## config.mk

```make
export PLATFORM = sky130hd
export DESIGN_NAME = dcc_core_ctrl
export DESIGN_NICKNAME = d
export VERILOG_FILES = /design/src/common/dcc_pkg.sv /design/src/verilog/dcc_core_ctrl.sv /design/src/verilog/dcc_hold.sv
export VERILOG_INCLUDE_DIRS = /design/src /design/src/common
export SDC_FILE = /design/constraint.sdc
export NUM_CORES = 1
export LEC_CHECK = 0
export BUFFER_PORTS_ARGS = -buffer_cell sky130_fd_sc_hd__buf_2
export CELL_PAD_IN_SITES_DETAIL_PLACEMENT = 1
export CELL_PAD_IN_SITES_GLOBAL_PLACEMENT = 1
export CORE_ASPECT_RATIO = 0.8
export CORE_MARGIN = 2
export CORE_UTILIZATION = 33
export CTS_BUF_LIST = sky130_fd_sc_hd__clkbuf_16
export DETAILED_ROUTE_END_ITERATION = 8
export GPL_TIMING_DRIVEN = 0
export PLACE_DENSITY = 0.77
export SETUP_SLACK_MARGIN = 0.5
export SLEW_MARGIN = 20
export SYNTH_ARGS = -nofsm -noshare
export SYNTH_HDL_FRONTEND = slang
export SYNTH_HIERARCHICAL = 1
export SYNTH_SLANG_ARGS = --single-unit
```

## constraint.sdc

```tcl
create_clock -name aclk -period 1.72 [get_ports aclk]
set_input_delay 0 -clock aclk [delete_from_list [all_inputs] [get_ports aclk]]
set_output_delay 0 -clock aclk [all_outputs]
set_load 0.05 [all_outputs]
```

## src/common/dcc_defs.svh

```systemverilog
`ifndef DCC_DEFS_SVH
`define DCC_DEFS_SVH

// register offsets (byte addresses, arbitrary map)
`define DCC_CTRL_OFS      12'h000
`define DCC_STAT_OFS      12'h004

// core control word field positions
`define DCC_VLAT_BIT      15
`define DCC_MSIGN_HI      13
`define DCC_MSIGN_LO      12
`define DCC_EXIT_BIT      11
`define DCC_DEPTH_HI      10
`define DCC_DEPTH_LO      8
`define DCC_CLPA_BIT      7
`define DCC_CLPB_BIT      6
`define DCC_CLPST_BIT     5
`define DCC_CLPW_BIT      4
`define DCC_PMSB_BIT      3
`define DCC_FRAC_BIT      2
`define DCC_ROUND_BIT     1
`define DCC_INTM_BIT      0

// writable bits and reset value
`define DCC_WMASK         16'hb0f7
`define DCC_RESET         16'h0020

// axi responses
`define DCC_RESP_OKAY     2'h0
`define DCC_RESP_SLVERR   2'h2

`endif

```

## src/common/dcc_pkg.sv

```systemverilog
package dcc_pkg;

    typedef enum logic [1:0] {
        DCC_MUL_SIGNED   = 2'h0,
        DCC_MUL_UNSIGNED = 2'h1,
        DCC_MUL_MIXED    = 2'h2,
        DCC_MUL_RSVD     = 2'h3
    } dcc_msign_e;

    // datapath controls fanned out to the core
    typedef struct packed {
        logic       var_latency;
        dcc_msign_e multiply_sign_mode;
        logic       acc_a_clamp_en;
        logic       acc_b_clamp_en;
        logic       store_clamp_en;
        logic       clamp_width_select;
        logic       frac_mode;
        logic       round_mode;
        logic       int_mode;
    } dcc_ctrl_s;

    typedef enum logic [1:0] {
        DCC_RD_IDLE = 2'h0,
        DCC_RD_RESP = 2'h1
    } dcc_rd_e;

endpackage

```

## src/verilog/dcc_core_ctrl.sv

```systemverilog
`timescale 1ns/1ns
`default_nettype none
`include "dcc_defs.svh"
module dcc_core_ctrl
    import dcc_pkg::*;
(
    // clock and reset
    input  wire logic        aclk,
    input  wire logic        aresetn,
    // axi4-lite write address and data
    input  wire logic [11:0] s_axi_awaddr,
    input  wire logic        s_axi_awvalid,
    output logic             s_axi_awready,
    input  wire logic [31:0] s_axi_wdata,
    input  wire logic [3:0]  s_axi_wstrb,
    input  wire logic        s_axi_wvalid,
    output logic             s_axi_wready,
    // axi4-lite write response
    output logic [1:0]       s_axi_bresp,
    output logic             s_axi_bvalid,
    input  wire logic        s_axi_bready,
    // axi4-lite read
    input  wire logic [11:0] s_axi_araddr,
    input  wire logic        s_axi_arvalid,
    output logic             s_axi_arready,
    output logic [31:0]      s_axi_rdata,
    output logic [1:0]       s_axi_rresp,
    output logic             s_axi_rvalid,
    input  wire logic        s_axi_rready,
    // core side
    input  wire logic [2:0]  loop_nest_depth,
    input  wire logic [2:0]  status_word_prio,
    input  wire logic        priority_raise,
    output dcc_ctrl_s        ctrl,
    output logic             early_loop_exit,
    output logic [3:0]       cpu_priority_level
);

    // ----------------------------------------------------------------
    // write channel capture
    // ----------------------------------------------------------------
    logic        aw_held;
    logic [11:0] aw_addr;
    logic        w_held;
    logic [35:0] w_pack;
    logic        wr_go;
    logic        bvalid_r;

    assign wr_go = aw_held && w_held && !bvalid_r;

    dcc_hold_chan #(.W(12)) u_aw (
        .aclk     (aclk),
        .aresetn  (aresetn),
        .in_valid (s_axi_awvalid),
        .in_data  (s_axi_awaddr),
        .take     (wr_go),
        .held     (aw_held),
        .data     (aw_addr)
    );

    dcc_hold_chan #(.W(36)) u_w (
        .aclk     (aclk),
        .aresetn  (aresetn),
        .in_valid (s_axi_wvalid),
        .in_data  ({s_axi_wstrb, s_axi_wdata}),
        .take     (wr_go),
        .held     (w_held),
        .data     (w_pack)
    );

    assign s_axi_awready = !aw_held;
    assign s_axi_wready  = !w_held;

    // ----------------------------------------------------------------
    // address decode
    // ----------------------------------------------------------------
    wire        wr_ctrl = wr_go && (aw_addr == `DCC_CTRL_OFS);
    wire        wr_stat = wr_go && (aw_addr == `DCC_STAT_OFS);
    wire        wr_hit  = wr_ctrl || wr_stat;
    wire [31:0] wdata   = w_pack[31:0];
    wire [3:0]  wstrb   = w_pack[35:32];
    wire [15:0] bytemask = {{8{wstrb[1]}}, {8{wstrb[0]}}};

    // ----------------------------------------------------------------
    // control word
    // ----------------------------------------------------------------
    logic [15:0] cw_r;
    logic [15:0] cw_nxt;
    logic        prio_msb_r;
    logic        prio_msb_nxt;
    logic        exit_r;
    logic        exit_nxt;

    // read-only and unimplemented bits are masked off here
    wire [15:0] wmask = bytemask & `DCC_WMASK;
    assign cw_nxt = wr_ctrl ? ((cw_r & ~wmask) | (wdata[15:0] & wmask))
                            : cw_r;

    // set wins over a same-cycle clear; software can never set it
    wire clr_msb = wr_ctrl && wstrb[0] && !wdata[`DCC_PMSB_BIT];
    assign prio_msb_nxt = priority_raise ? 1'b1
                        : (clr_msb ? 1'b0 : prio_msb_r);

    // one-cycle pulse, never stored in the readable word
    assign exit_nxt = wr_ctrl && wstrb[1] && wdata[`DCC_EXIT_BIT];

    always_ff @(posedge aclk) begin
        if (!aresetn) begin
            cw_r       <= `DCC_RESET;
            prio_msb_r <= 1'b0;
            exit_r     <= 1'b0;
        end else begin
            cw_r       <= cw_nxt;
            prio_msb_r <= prio_msb_nxt;
            exit_r     <= exit_nxt;
        end
    end

    assign ctrl.var_latency        = cw_r[`DCC_VLAT_BIT];
    assign ctrl.multiply_sign_mode =
        dcc_msign_e'(cw_r[`DCC_MSIGN_HI:`DCC_MSIGN_LO]);
    assign ctrl.acc_a_clamp_en     = cw_r[`DCC_CLPA_BIT];
    assign ctrl.acc_b_clamp_en     = cw_r[`DCC_CLPB_BIT];
    assign ctrl.store_clamp_en     = cw_r[`DCC_CLPST_BIT];
    assign ctrl.clamp_width_select = cw_r[`DCC_CLPW_BIT];
    assign ctrl.frac_mode          = cw_r[`DCC_FRAC_BIT];
    assign ctrl.round_mode         = cw_r[`DCC_ROUND_BIT];
    assign ctrl.int_mode           = cw_r[`DCC_INTM_BIT];
    assign early_loop_exit         = exit_r;
    assign cpu_priority_level      = {prio_msb_r, status_word_prio};

    // read image: loop depth live, exit bit zero, bit 14 zero
    wire [15:0] cw_view;
    assign cw_view = {cw_r[15], 1'b0, cw_r[13:12], 1'b0,
                      loop_nest_depth,
                      cw_r[7:4], prio_msb_r, cw_r[2:0]};

    // ----------------------------------------------------------------
    // write response
    // ----------------------------------------------------------------
    logic [1:0] bresp_r;
    always_ff @(posedge aclk) begin
        if (!aresetn) begin
            bvalid_r <= 1'b0;
            bresp_r  <= `DCC_RESP_OKAY;
        end else if (wr_go) begin
            bvalid_r <= 1'b1;
            bresp_r  <= wr_hit ? `DCC_RESP_OKAY : `DCC_RESP_SLVERR;
        end else if (s_axi_bready) begin
            bvalid_r <= 1'b0;
        end
    end
    assign s_axi_bvalid = bvalid_r;
    assign s_axi_bresp  = bresp_r;

    // ----------------------------------------------------------------
    // read channel
    // ----------------------------------------------------------------
    dcc_rd_e     rd_st_r;
    logic [31:0] rdata_r;
    logic [1:0]  rresp_r;
    wire rd_go   = (rd_st_r == DCC_RD_IDLE) && s_axi_arvalid;
    wire rd_ctrl = s_axi_araddr == `DCC_CTRL_OFS;
    wire rd_stat = s_axi_araddr == `DCC_STAT_OFS;
    wire [31:0] rd_word = rd_ctrl ? {16'h0000, cw_view}
                        : (rd_stat ? {28'h0000000, cpu_priority_level}
                                   : 32'h00000000);

    always_ff @(posedge aclk) begin
        if (!aresetn) begin
            rd_st_r <= DCC_RD_IDLE;
            rdata_r <= 32'h00000000;
            rresp_r <= `DCC_RESP_OKAY;
        end else begin
            case (rd_st_r)
                DCC_RD_IDLE: begin
                    if (rd_go) begin
                        rd_st_r <= DCC_RD_RESP;
                        rdata_r <= rd_word;
                        rresp_r <= (rd_ctrl || rd_stat) ? `DCC_RESP_OKAY
                                                        : `DCC_RESP_SLVERR;
                    end
                end
                default: begin
                    if (s_axi_rready) begin
                        rd_st_r <= DCC_RD_IDLE;
                    end
                end
            endcase
        end
    end
    assign s_axi_arready = (rd_st_r == DCC_RD_IDLE);
    assign s_axi_rvalid  = (rd_st_r == DCC_RD_RESP);
    assign s_axi_rdata   = rdata_r;
    assign s_axi_rresp   = rresp_r;
endmodule // dcc_core_ctrl
`default_nettype wire

```

## src/verilog/dcc_hold.sv

```systemverilog
`timescale 1ns/1ns
`default_nettype none
// holds one AXI channel payload until taken
module dcc_hold_chan #(
    parameter int W = 32
) (
    input  wire logic         aclk,
    input  wire logic         aresetn,
    input  wire logic         in_valid,
    input  wire logic [W-1:0] in_data,
    input  wire logic         take,
    output logic              held,
    output logic [W-1:0]      data
);
    logic held_r;
    logic [W-1:0] data_r;

    always_ff @(posedge aclk) begin
        if (!aresetn) begin
            held_r <= 1'b0;
            data_r <= '0;
        end else if (take) begin
            held_r <= 1'b0;
        end else if (in_valid && !held_r) begin
            held_r <= 1'b1;
            data_r <= in_data;
        end
    end

    assign held = held_r;
    assign data = data_r;
endmodule // dcc_hold_chan
`default_nettype wire

```

==> Word level (Yosys, flattened, before mapping) <==
Index checks and enable logic that the tools add are counted.
{ "totals": {"wordCells": 61, "output_inout_bits": 56, "in_bits": 74, "reg_bits": 105} }
{ "op_classes": {"reduce_logical": 28, "muxes": 11, "n_bitwise": 6, "eq_ne": 4} }
{ "op_table": {"columns": ["op", "n"], "rows": [
  ["bitwise AND 16 bit", 2],
  ["== test 12 x 3 -> 1 bit (second input constant)", 2],
  ["logical NOT 12 bit", 2],
  ["two-way mux 16 bit", 1],
  ["inverter 16 bit", 1],
  ["bitwise OR 16 bit", 1],
  ["logical AND 1 bit", 11],
  ["two-way mux 2 bit", 5],
  ["AND reduction 2 bit", 4],
  ["nonzero test 2 bit", 3],
  ["logical NOT 1 bit", 4],
  ["two-way mux 1 bit", 4],
  ["two-way mux 4 bit", 1],
  ["== test 2 x 1 -> 1 bit (second input constant)", 1],
  ["logical NOT 2 bit", 1],
  ["logical OR 1 bit", 2],
  ["!= test 2 x 1 -> 1 bit (second input constant)", 1],
  ["inverter 1 bit", 2],
  ["OR reduction 2 bit", 1]
]} }

==> Logic depth before layout (Yosys ltp) <==
Gate-level depths: netlist of run 1.
{ "depth": {"ltp_word": 7, "ltp_mapped": 6, "mapped_depth_nobuf": 3} }

==> Modules after synthesis <==
The synthesis of run 1 kept the hierarchy.
{ "by_module_without_submodules": {"columns": ["module", "area_per_inst_um2", "cells_each", "instances", "seq_area_each_um2"], "rows": [
  ["dcc_hold_chan (u_w)", 1502.7, 160, 1, 740.7],
  ["dcc_core_ctrl", 1491.4, 173, 1, 600.6],
  ["dcc_hold_chan (u_aw)", 530.5, 56, 1, 260.2]
]} }

==> Worst setup path before layout of run 1 <==
OpenSTA, ideal clock, no wires.
{ "synth_path": {"path_kind": "flip-flop to flip-flop", "start": "register bvalid_r, in the netlist s_axi_bvalid", "end": "register u_w.data_r[0], in the netlist u_w/data[0]", "arrival_ns": 1.718, "stages_incl_launch_ff": 7, "slack_ns": -0.070, "required_ns": 1.648, "period_less_slack_ns": 1.790, "path_cell_list": "dfxtp_1 > and3b_1 > clkbuf_1 > nor3b_2 > buf_6 > buf_12 > mux2i_1"} }
{ "synth_between": {"elab_chain_len": 4} }
{ "synth_rtl": {"columns": ["element", "line_no", "text"], "rows": [
  ["from (decl)", "dcc_core_ctrl.sv:47", "logic bvalid_r;"],
  ["from (signal assigned)", "dcc_core_ctrl.sv:144", "bvalid_r <= 1'b0;"],
  ["from (signal assigned)", "dcc_core_ctrl.sv:147", "bvalid_r <= 1'b1;"],
  ["from (signal assigned)", "dcc_core_ctrl.sv:150", "bvalid_r <= 1'b0;"],
  ["logical NOT 1 bit", "dcc_core_ctrl.sv:49", "assign wr_go = aw_held && w_held && !bvalid_r;"],
  ["logical AND 1 bit", "dcc_core_ctrl.sv:49", null],
  ["net wr_go", "dcc_core_ctrl.sv:46", "logic wr_go;"],
  ["inverter 1 bit (no line)", null, null],
  ["AND reduction 2 bit (no line)", null, null],
  ["to (signal assigned)", "dcc_hold.sv:26", "data_r <= in_data;"],
  ["to (decl)", "dcc_hold.sv:16", "logic [W-1:0] data_r;"]
]} }
The timed path passes the listed nets, and every way through them passes these cells.
A chain may end at the register's enable or synchronous reset.

==> results of run 1 <==
==> layout make-up <==
type | count | area, sq um | area share [%]
Antenna cell | 1 | 2.50 | 0.0598
Buffer | 47 | 343 | 8.20
Clock buffer | 9 | 225 | 5.38
Clock inverter | 6 | 50.0 | 1.20
Inverter | 6 | 22.5 | 0.538
Multi-Input combinational cell | 207 | 1320 | 31.6
Sequential cell | 58 | 1180 | 28.1
Tap cell | 108 | 135 | 3.23
Timing Repair Buffer | 133 | 905 | 21.6
==> timing repair <==
item | in CTS | in global routing
resized for setup | 9 | 34
setup endpoints to repair | 48 | 54
cloned | 0 | 1
hold endpoints to repair | 34 | 0
pin swaps | 5 | 17
hold buffers | 35 | 0
buffers inserted | 11 | 0
==> final timing paths <==
path                                      start         endpoint  slack (ns)  cells past startpoint
worst max register to register     u_aw/data[5]         register        0.03                      4
worst max-delay path               u_aw/data[5]         register        0.03                      4
worst min register to register  s_axi_rdata[15]  s_axi_rdata[15]        0.46                      2
worst min-delay path            s_axi_araddr[4]   s_axi_rresp[1]        0.09                      4
==> metrics by stage <==
stage	total power [W]	worst slack, ns	cell area [sq um]
final	0.00383	0.0304	4180
after global placement	0.00206	-0.0889	3340
after global routing	0.00399	-0.0405	4180
after floorplan	0.00192	0.0485	2770
after CTS	0.00384	0.0304	4090
after detailed placement	0.00207	-0.140	3340
==> where the power goes <==
group	internal [W]	switching (W)
Combinational	0.000311	0.000409
Clock	0.00109	0.000573
Sequential	0.00141	0.0000436
Total	0.00280	0.00103
==> routing by layer <==
layer / wire length [um] / vias up / GRT usage, %
met1: 3690 / 1230 / 23.5
met4: 147 / 0 / 8.73
li1: - / 1285 / -
met3: 381 / 10 / 4.50
met2: 4010 / 76 / 33.5
met5: 0 / - / 0
==> cells in the final DEF (no fill, tap or decap), drive strengths merged, types with 2 or more instances in the layout <==
| cell type | count |
|---|---|
| o21ai | 11 |
| conb | 20 |
| inv | 7 |
| nand3 | 12 |
| clkinv | 4 |
| o211a | 2 |
| a221oi | 3 |
| nor2b | 4 |
| nor3b | 4 |
| nor4 | 4 |
| or4b | 2 |
| nand4 | 2 |
| dfxtp | 58 |
| buf | 132 |
| dlygate4sd3 | 35 |
| nand2 | 81 |
| or4 | 2 |
| nor2 | 7 |
| and3b | 2 |
| clkbuf | 22 |
| mux2i | 39 |
| nor3 | 2 |
==> worst register-to-register path, cell delays in order (launching register included) <==
cell     delay, ns
dfxtp_2       0.31
or4_4         0.58
nor4_4        0.35
buf_12        0.17
mux2i_1       0.20
==> summary.md, run 1 <==
| Metric | Value |
|---|---|
| Nets@finish | 536 |
| Final period utilization | 98.2% |
| CTS Buf Count | 9 |
| All-Layer GR Usage | 19.5% |
| Die W | 105 um |
| Synth Cell Area | 0.00268 sq mm |
| Rows | 29 |
| Final Instance Count excl. Fillers | 575 |
| Setup_tns | 0 ns |
| Fin util | 52.9% |
| Setup CP Type | register to register |
| Largest net degree at the start of global routing | 11 |
| Final Setup Violations | 0 |
| DRT Wirelength | 8220 um |
| CP required | 1.96 ns |
| Worst path slowest cell | or4_4 |
| Final Hold Slack | 0.0862 ns |
| Buf+Inv Stages, Crit Path | 1 |
| Drt first pass iters | 4 |
| Crit path DAT | 1.93 ns |
| Yosys Warn Count | 6 |
| TritonCTS Sinks | 58 |
| Avg Inst Size Synth | 8.95 sq um |
| Max-slew violation count | 0 |
| Max-Cap Viols | 0 |
| H-tree depth | 3 |
| Placed insts | 512 |
| Worst setup EP type | register |
| DR WL/cell | 14.3 um |
| P&R area growth vs syn | 56.4% |
| Status | finished, final reports clean |
| P per Cell Area | 916 mW/mm^2 |
| Slew @ Worst Pin | 0.563 ns |
| CTS tree | yes |
| Core area | 0.00791 sq mm |
| Final hold violation count | 0 |
| Leakage | 1.92 nW |
| PortBufs | 86 |
| Final GP Congestion | 0.745 |
| GRT overflow | 0 |
| Via count | 2601 |
| Remaining DRCs | 0 |
| Clk buf depth | 2 |
| CP cell instances | or4_4 > nor4_4 > buf_12 > mux2i_1 |
| Setup Skew | 0.00374 ns |
| Number of global-route vias before repair | 2835 |
| Layout cell share with drive strength beyond 1 | 37.3% |
| DIE HEIGHT | 84.5 um |
| CTS root buf | clkbuf_16 |
| Num ports | 130 |
| Die area | 0.00885 sq mm |
| Hold WC Path Type | input pin to register |
| DRC marker count from the first detailed-route iteration | 72 |
| Vias per inst | 4.52 |
| Worst path top cell family by delay | simple AND/OR/NAND/NOR gates |
| Dpl hpwl | 5450 um |
| Reg clk slew, reported paths | 0.05 ns |
| Max_slew headroom | 62.1% |
| Worst path max stage delay | 0.58 ns |
| Max FO, Critical Path | 7 |
| Peak VDD IR | 335 uV |
| Crit path launch type | register |
| First-pass GRT wire length | 13700 um |
| Worst-Skew Late Latency | 0.31 ns |
| Layout fillers | 961 |
| Max Fclk | 0.592 GHz |
| Final antenna-violating net count | 0 |
| Initial Util | 33.8% |
| RSZ-0062 raised after global routing | true |
| Tmin final | 1.69 ns |
| Initial antenna violation count | 1 |
| Gate Count Post-Synth | 299 |
No activity file was read; power rests on OpenSTA's default activity.
==> run 2: changes to the inputs <==
Settings changed: SETUP_SLACK_MARGIN 0.5 to unset.
==> summary.md, run 2 (same netlist as run 1, synthesis figures left out) <==
| Metric | Value |
|---|---|
| CTS root buf | clkbuf_16 |
| Initial Util | 33.8% |
| Reg clk slew, reported paths | 0.05 ns |
| Peak VDD IR | 449 uV |
| GRT overflow | 0 |
| Dpl hpwl | 5570 um |
| All-Layer GR Usage | 19.2% |
| DR WL/cell | 14.4 um |
| Reg power frac | 38.5% |
| Commonest non-fill, non-tap cell in the layout | buf_2 |
| Hold WC Path Type | input pin to register |
| Crit path DAT | 1.90 ns |
| Final Instance Count excl. Fillers | 562 |
| Tmin final | 1.65 ns |
| Largest net degree at the start of global routing | 11 |
| CTS tree | yes |
| Hold Path End | s_axi_rresp[1] |
| Worst setup EP type | register |
| H-tree depth | 3 |
| DRT Wirelength | 8080 um |
| Final hold violation count | 0 |
| P&R area growth vs syn | 48.5% |
| Remaining DRCs | 0 |
| DIE HEIGHT | 84.5 um |
| Num ports | 130 |
| Layout fillers | 972 |
| Final GP Congestion | 0.759 |
| Max Fclk | 0.604 GHz |
| R2R depth | 4 |
| Most frequent cells in the layout | 91 x buf_2, 81 x nand2_1, 57 x dfxtp_1, 39 x mux2i_1, 35 x dlygate4sd3_1 |
| Worst hold start | s_axi_araddr[4] |
| Via count | 2552 |
| Drt first pass iters | 4 |
| Vias per inst | 4.54 |
| Clock power share | 43.9% |
| Die W | 105 um |
| Slew @ Worst Pin | 0.568 ns |
| RSZ-0062 raised after global routing | false |
| Status | finished, final reports clean |
| Final period utilization | 96.2% |
| Switch share | 26.7% |
| Max-slew violation count | 0 |
| Max-Cap Viols | 0 |
| Worst-Skew Late Latency | 0.32 ns |
| Internal | 0.00277 W |
| First-pass GRT wire length | 13400 um |
| Nets@finish | 525 |
| Rows | 29 |
| Setup_tns | 0 ns |
| Clk buf depth | 2 |
| PortBufs | 86 |
| TritonCTS Sinks | 58 |
| Leakage | 1.83 nW |
| Number of global-route vias before repair | 2684 |
| Total power | 0.00378 W |
| Setup CP Type | register to register |
| CP required | 1.97 ns |
| Placed insts | 512 |
| Layout cell share with drive strength beyond 1 | 31.5% |
| Setup Skew | 0.00475 ns |
| Max FO, Critical Path | 7 |
| Final Setup Violations | 0 |
| Worst R2R Setup Slack | 0.07 ns |
| Logic pwr share | 17.6% |
| Antenna Cells | 0 |
| Psw | 0.00101 W |
| CTS Buf Count | 9 |
| Max_slew headroom | 61.8% |
| Die area | 0.00885 sq mm |
| DRC marker count from the first detailed-route iteration | 82 |
| WHS Path Cells | 4 |
| Core area | 0.00791 sq mm |
| R2r startpoint | u_aw/data[1] |
| Final antenna-violating net count | 0 |
| Crit path launch type | register |
| Initial antenna violation count | 0 |
| P per Cell Area | 951 mW/mm^2 |
==> run 2: area by class of cell <==
cell class	instances	area [sq um]	area share (%)
clock buffers	9	225	5.67
clock inverters	5	47.5	1.20
repair buffers	123	808	20.3
inverters	6	22.5	0.567
plain buffers	46	324	8.16
flip-flops and latches	58	1160	29.3
well taps	108	135	3.40
multi-input cells	207	1250	31.4
==> run 2: critical path: stages (launching register included) <==
cell	delay, ns
dfxtp_1	0.33
or4b_4	0.55
nor4_4	0.34
buf_12	0.17
mux2i_1	0.18
==> run 2: what timing repair did <==
action,4_1_cts,5_1_grt
buffers inserted,1,1
endpoints found under the hold margin,34,0
gates resized for setup,1,1
setup endpoints to repair,10,23
hold buffers,35,0
pin swaps,1,2
==> run 2: stage by stage <==
step	cell area [sq um]	setup WS, ns	utilization, %	hold slack, ns
final	3970	0.0657	50.2	0.0783
after global routing	3970	0.00537	50.2	0.122
after CTS	3970	0.0286	50.1	0.0778
after detailed placement	3310	-0.161	41.9	0.257
after global placement	3310	-0.110	41.9	0.249
after floorplan	2750	0.0377	-	0.138
==> run 2: routing by layer <==
| layer | vias to the layer above | part of all wire [%] | track usage (%) |
|---|---|---|---|
| li1 | 1266 | - | - |
| met3 | 10 | 5.4 | 5.12 |
| met5 | - | 0 | 0 |
| met1 | 1191 | 45 | 23.5 |
| met4 | 0 | 1.6 | 6.67 |
| met2 | 85 | 48 | 32.8 |
==> run 2: how the worst max path moves through the flow <==
stage                       end    startpoint  slack (ns)  depth (start not counted)
global placement       register  u_aw/data[5]       -0.11                          3
CTS                 u_w/data[1]     u_aw/held        0.03                          6
finish                 register  u_aw/data[1]        0.07                          4
global route           register  u_aw/data[1]       0.005                          4
floorplan              register  u_aw/data[5]        0.04                          3
detailed placement     register  u_aw/data[5]       -0.16                          3
==> run 2: power by group through the flow <==
stage | Clock [W] | Combinational [W] | Sequential, W
finish | 0.00166 | 0.000667 | 0.00145
global route | 0.00174 | 0.000716 | 0.00146
CTS | 0.00167 | 0.000656 | 0.00145
detailed placement | 0 | 0.000586 | 0.00148
global placement | 0 | 0.000575 | 0.00147
floorplan | 0 | 0.000416 | 0.00150
==> run 3: changes to the inputs <==
Settings changed: CORE_UTILIZATION 33 to 36, PLACE_DENSITY 0.77 to 0.8.
Clock period 1.72 ns to 1.6 ns, I/O delays scaled along.
==> summary.md, run 3 (same netlist as run 1, synthesis figures left out) <==
| Metric | Value |
|---|---|
| Setup Skew | 0.00694 ns |
| Final antenna-violating net count | 0 |
| Commonest non-fill, non-tap cell in the layout | buf_2 |
| Final GP Congestion | 0.728 |
| R2r startpoint | u_aw/data[9] |
| DR WL/cell | 15.6 um |
| Failing checks | setup timing |
| CP cell instances | or4_4 > nor4_4 > buf_4 > mux2i_1 |
| Setup CP Type | register to register |
| Hold WC Path Type | input pin to register |
| GRT overflow | 0 |
| Drt first pass iters | 4 |
| CTS root buf | clkbuf_16 |
| Largest net degree at the start of global routing | 11 |
| Worst path slowest cell | or4_4 |
| Area taken by multi-input logic gates | 0.00126 sq mm |
| Crit path launch type | register |
| Leakage | 1.85 nW |
| First-pass GRT wire length | 13000 um |
| Max_slew headroom | 63.3% |
| Number of global-route vias before repair | 2622 |
| Placed insts | 494 |
| Dpl hpwl | 5600 um |
| P per Cell Area | 1080 mW/mm^2 |
| DRT Wirelength | 8520 um |
| Max FO, Critical Path | 3 |
| DRC marker count from the first detailed-route iteration | 105 |
| Core area | 0.00729 sq mm |
| Worst-Skew Late Latency | 0.33 ns |
| Peak VDD IR | 388 uV |
| CTS tree | yes |
| Max-Cap Viols | 0 |
| Crit path DAT | 1.95 ns |
| Initial Util | 36.7% |
| Layout cell share with drive strength beyond 1 | 32.6% |
| Most frequent cells in the layout | 91 x buf_2, 81 x nand2_1, 56 x dfxtp_1, 39 x mux2i_1, 35 x dlygate4sd3_1 |
| Layout fillers | 872 |
| Nets@finish | 526 |
| Clk buf depth | 2 |
| Final Setup Violations | 11 |
| CTS Buf Count | 9 |
| All-Layer GR Usage | 21.2% |
| CP required | 1.83 ns |
| Total power | 0.00431 W |
| Die area | 0.00814 sq mm |
| FF/Latch Area | 0.00116 sq mm |
| DIE HEIGHT | 81.1 um |
| Worst path top cell family by delay | simple AND/OR/NAND/NOR gates |
| PortBufs | 86 |
| TritonCTS Sinks | 58 |
| Max Fclk | 0.582 GHz |
| Initial antenna violation count | 0 |
| Tmin final | 1.72 ns |
| Setup ws final | -0.120 ns |
| Remaining DRCs | 0 |
| Critical path startpoint | u_aw/data[9] |
| Vias per inst | 4.73 |
| Rows | 28 |
| Status | finished, violations left |
| Worst hold start | s_axi_araddr[4] |
| Worst path max stage delay | 0.59 ns |
| RSZ-0062 raised after global routing | true |
| Buf+Inv Stages, Crit Path | 1 |
| Max-slew violation count | 0 |
| P&R area growth vs syn | 49.8% |
| Reg clk slew, reported paths | 0.06 ns |
| Antenna Cells | 0 |
| Worst setup EP type | register |
| Final Instance Count excl. Fillers | 547 |
| Die W | 100 um |
| H-tree depth | 3 |
| Num ports | 130 |
| Final hold violation count | 0 |
| Slew @ Worst Pin | 0.545 ns |
| Final period utilization | 107% |
| Via count | 2585 |
[run 3: area by class of cell]
| class | instances | share of cell area [%] |
|---|---|---|
| Buffer | 46 | 8.09 |
| Clock buffer | 9 | 5.62 |
| Clock inverter | 7 | 2.12 |
| Inverter | 6 | 0.562 |
| Multi-Input combinational cell | 207 | 31.4 |
| Sequential cell | 58 | 29.0 |
| Tap cell | 90 | 2.81 |
| Timing Repair Buffer | 124 | 20.4 |
[run 3: worst register-to-register path, cell delays in order (launching register included)]
cell     delay [ns]
dfxtp_2        0.32
or4_4          0.59
nor4_4         0.27
buf_4          0.19
mux2i_1        0.25
[run 3: final timing paths]
check | slack (ns) | depth (start not counted) | endpoint
setup / recovery | -0.12 | 4 | register
hold / removal | 0.08 | 4 | s_axi_rresp[1]
setup reg to reg | -0.12 | 4 | register
hold reg to reg | 0.46 | 2 | u_aw/data[10]
[run 3: per-stage QoR]
step / setup WS (ns) / utilization [%] / area (sq um) / hold slack (ns) / setup TNS [ns]
2_1_floorplan: -0.0715 / - / 2750 / 0.138 / -0.500
3_3_place_gp: -0.228 / 45.2 / 3290 / 0.250 / -1.83
3_5_place_dp: -0.260 / 45.2 / 3290 / 0.260 / -2.58
4_1_cts: -0.0769 / 54.8 / 4000 / 0.0684 / -0.468
5_1_grt: -0.140 / 55.0 / 4010 / 0.0979 / -1.08
6_report: -0.120 / 55.0 / 4010 / 0.0812 / -0.743
[run 3: timing repair]
item / 4_1_cts / 5_1_grt
endpoints found under the setup margin: 32 / 30
hold buffers: 35 / 0
hold endpoints to repair: 34 / 0
gates resized for setup: 3 / 2
buffers inserted: 2 / 1
pin swaps: 4 / 4
[run 3: where the power goes]
part           internal, W  total [W]  switching (W)
logic             0.000304   0.000732       0.000428
registers          0.00151    0.00156      0.0000514
clock network      0.00134    0.00202       0.000674
total              0.00316    0.00431        0.00115
[run 3: metal layers]
layer	up-vias	routed length [um]	track usage [%]	part of all wire, %
met1	1229	3660	24.3	43
li1	1263	-	-	-
met5	-	0	0	0
met2	75	4200	36.4	49
met4	0	286	10.7	3.4
met3	18	368	5.77	4.3
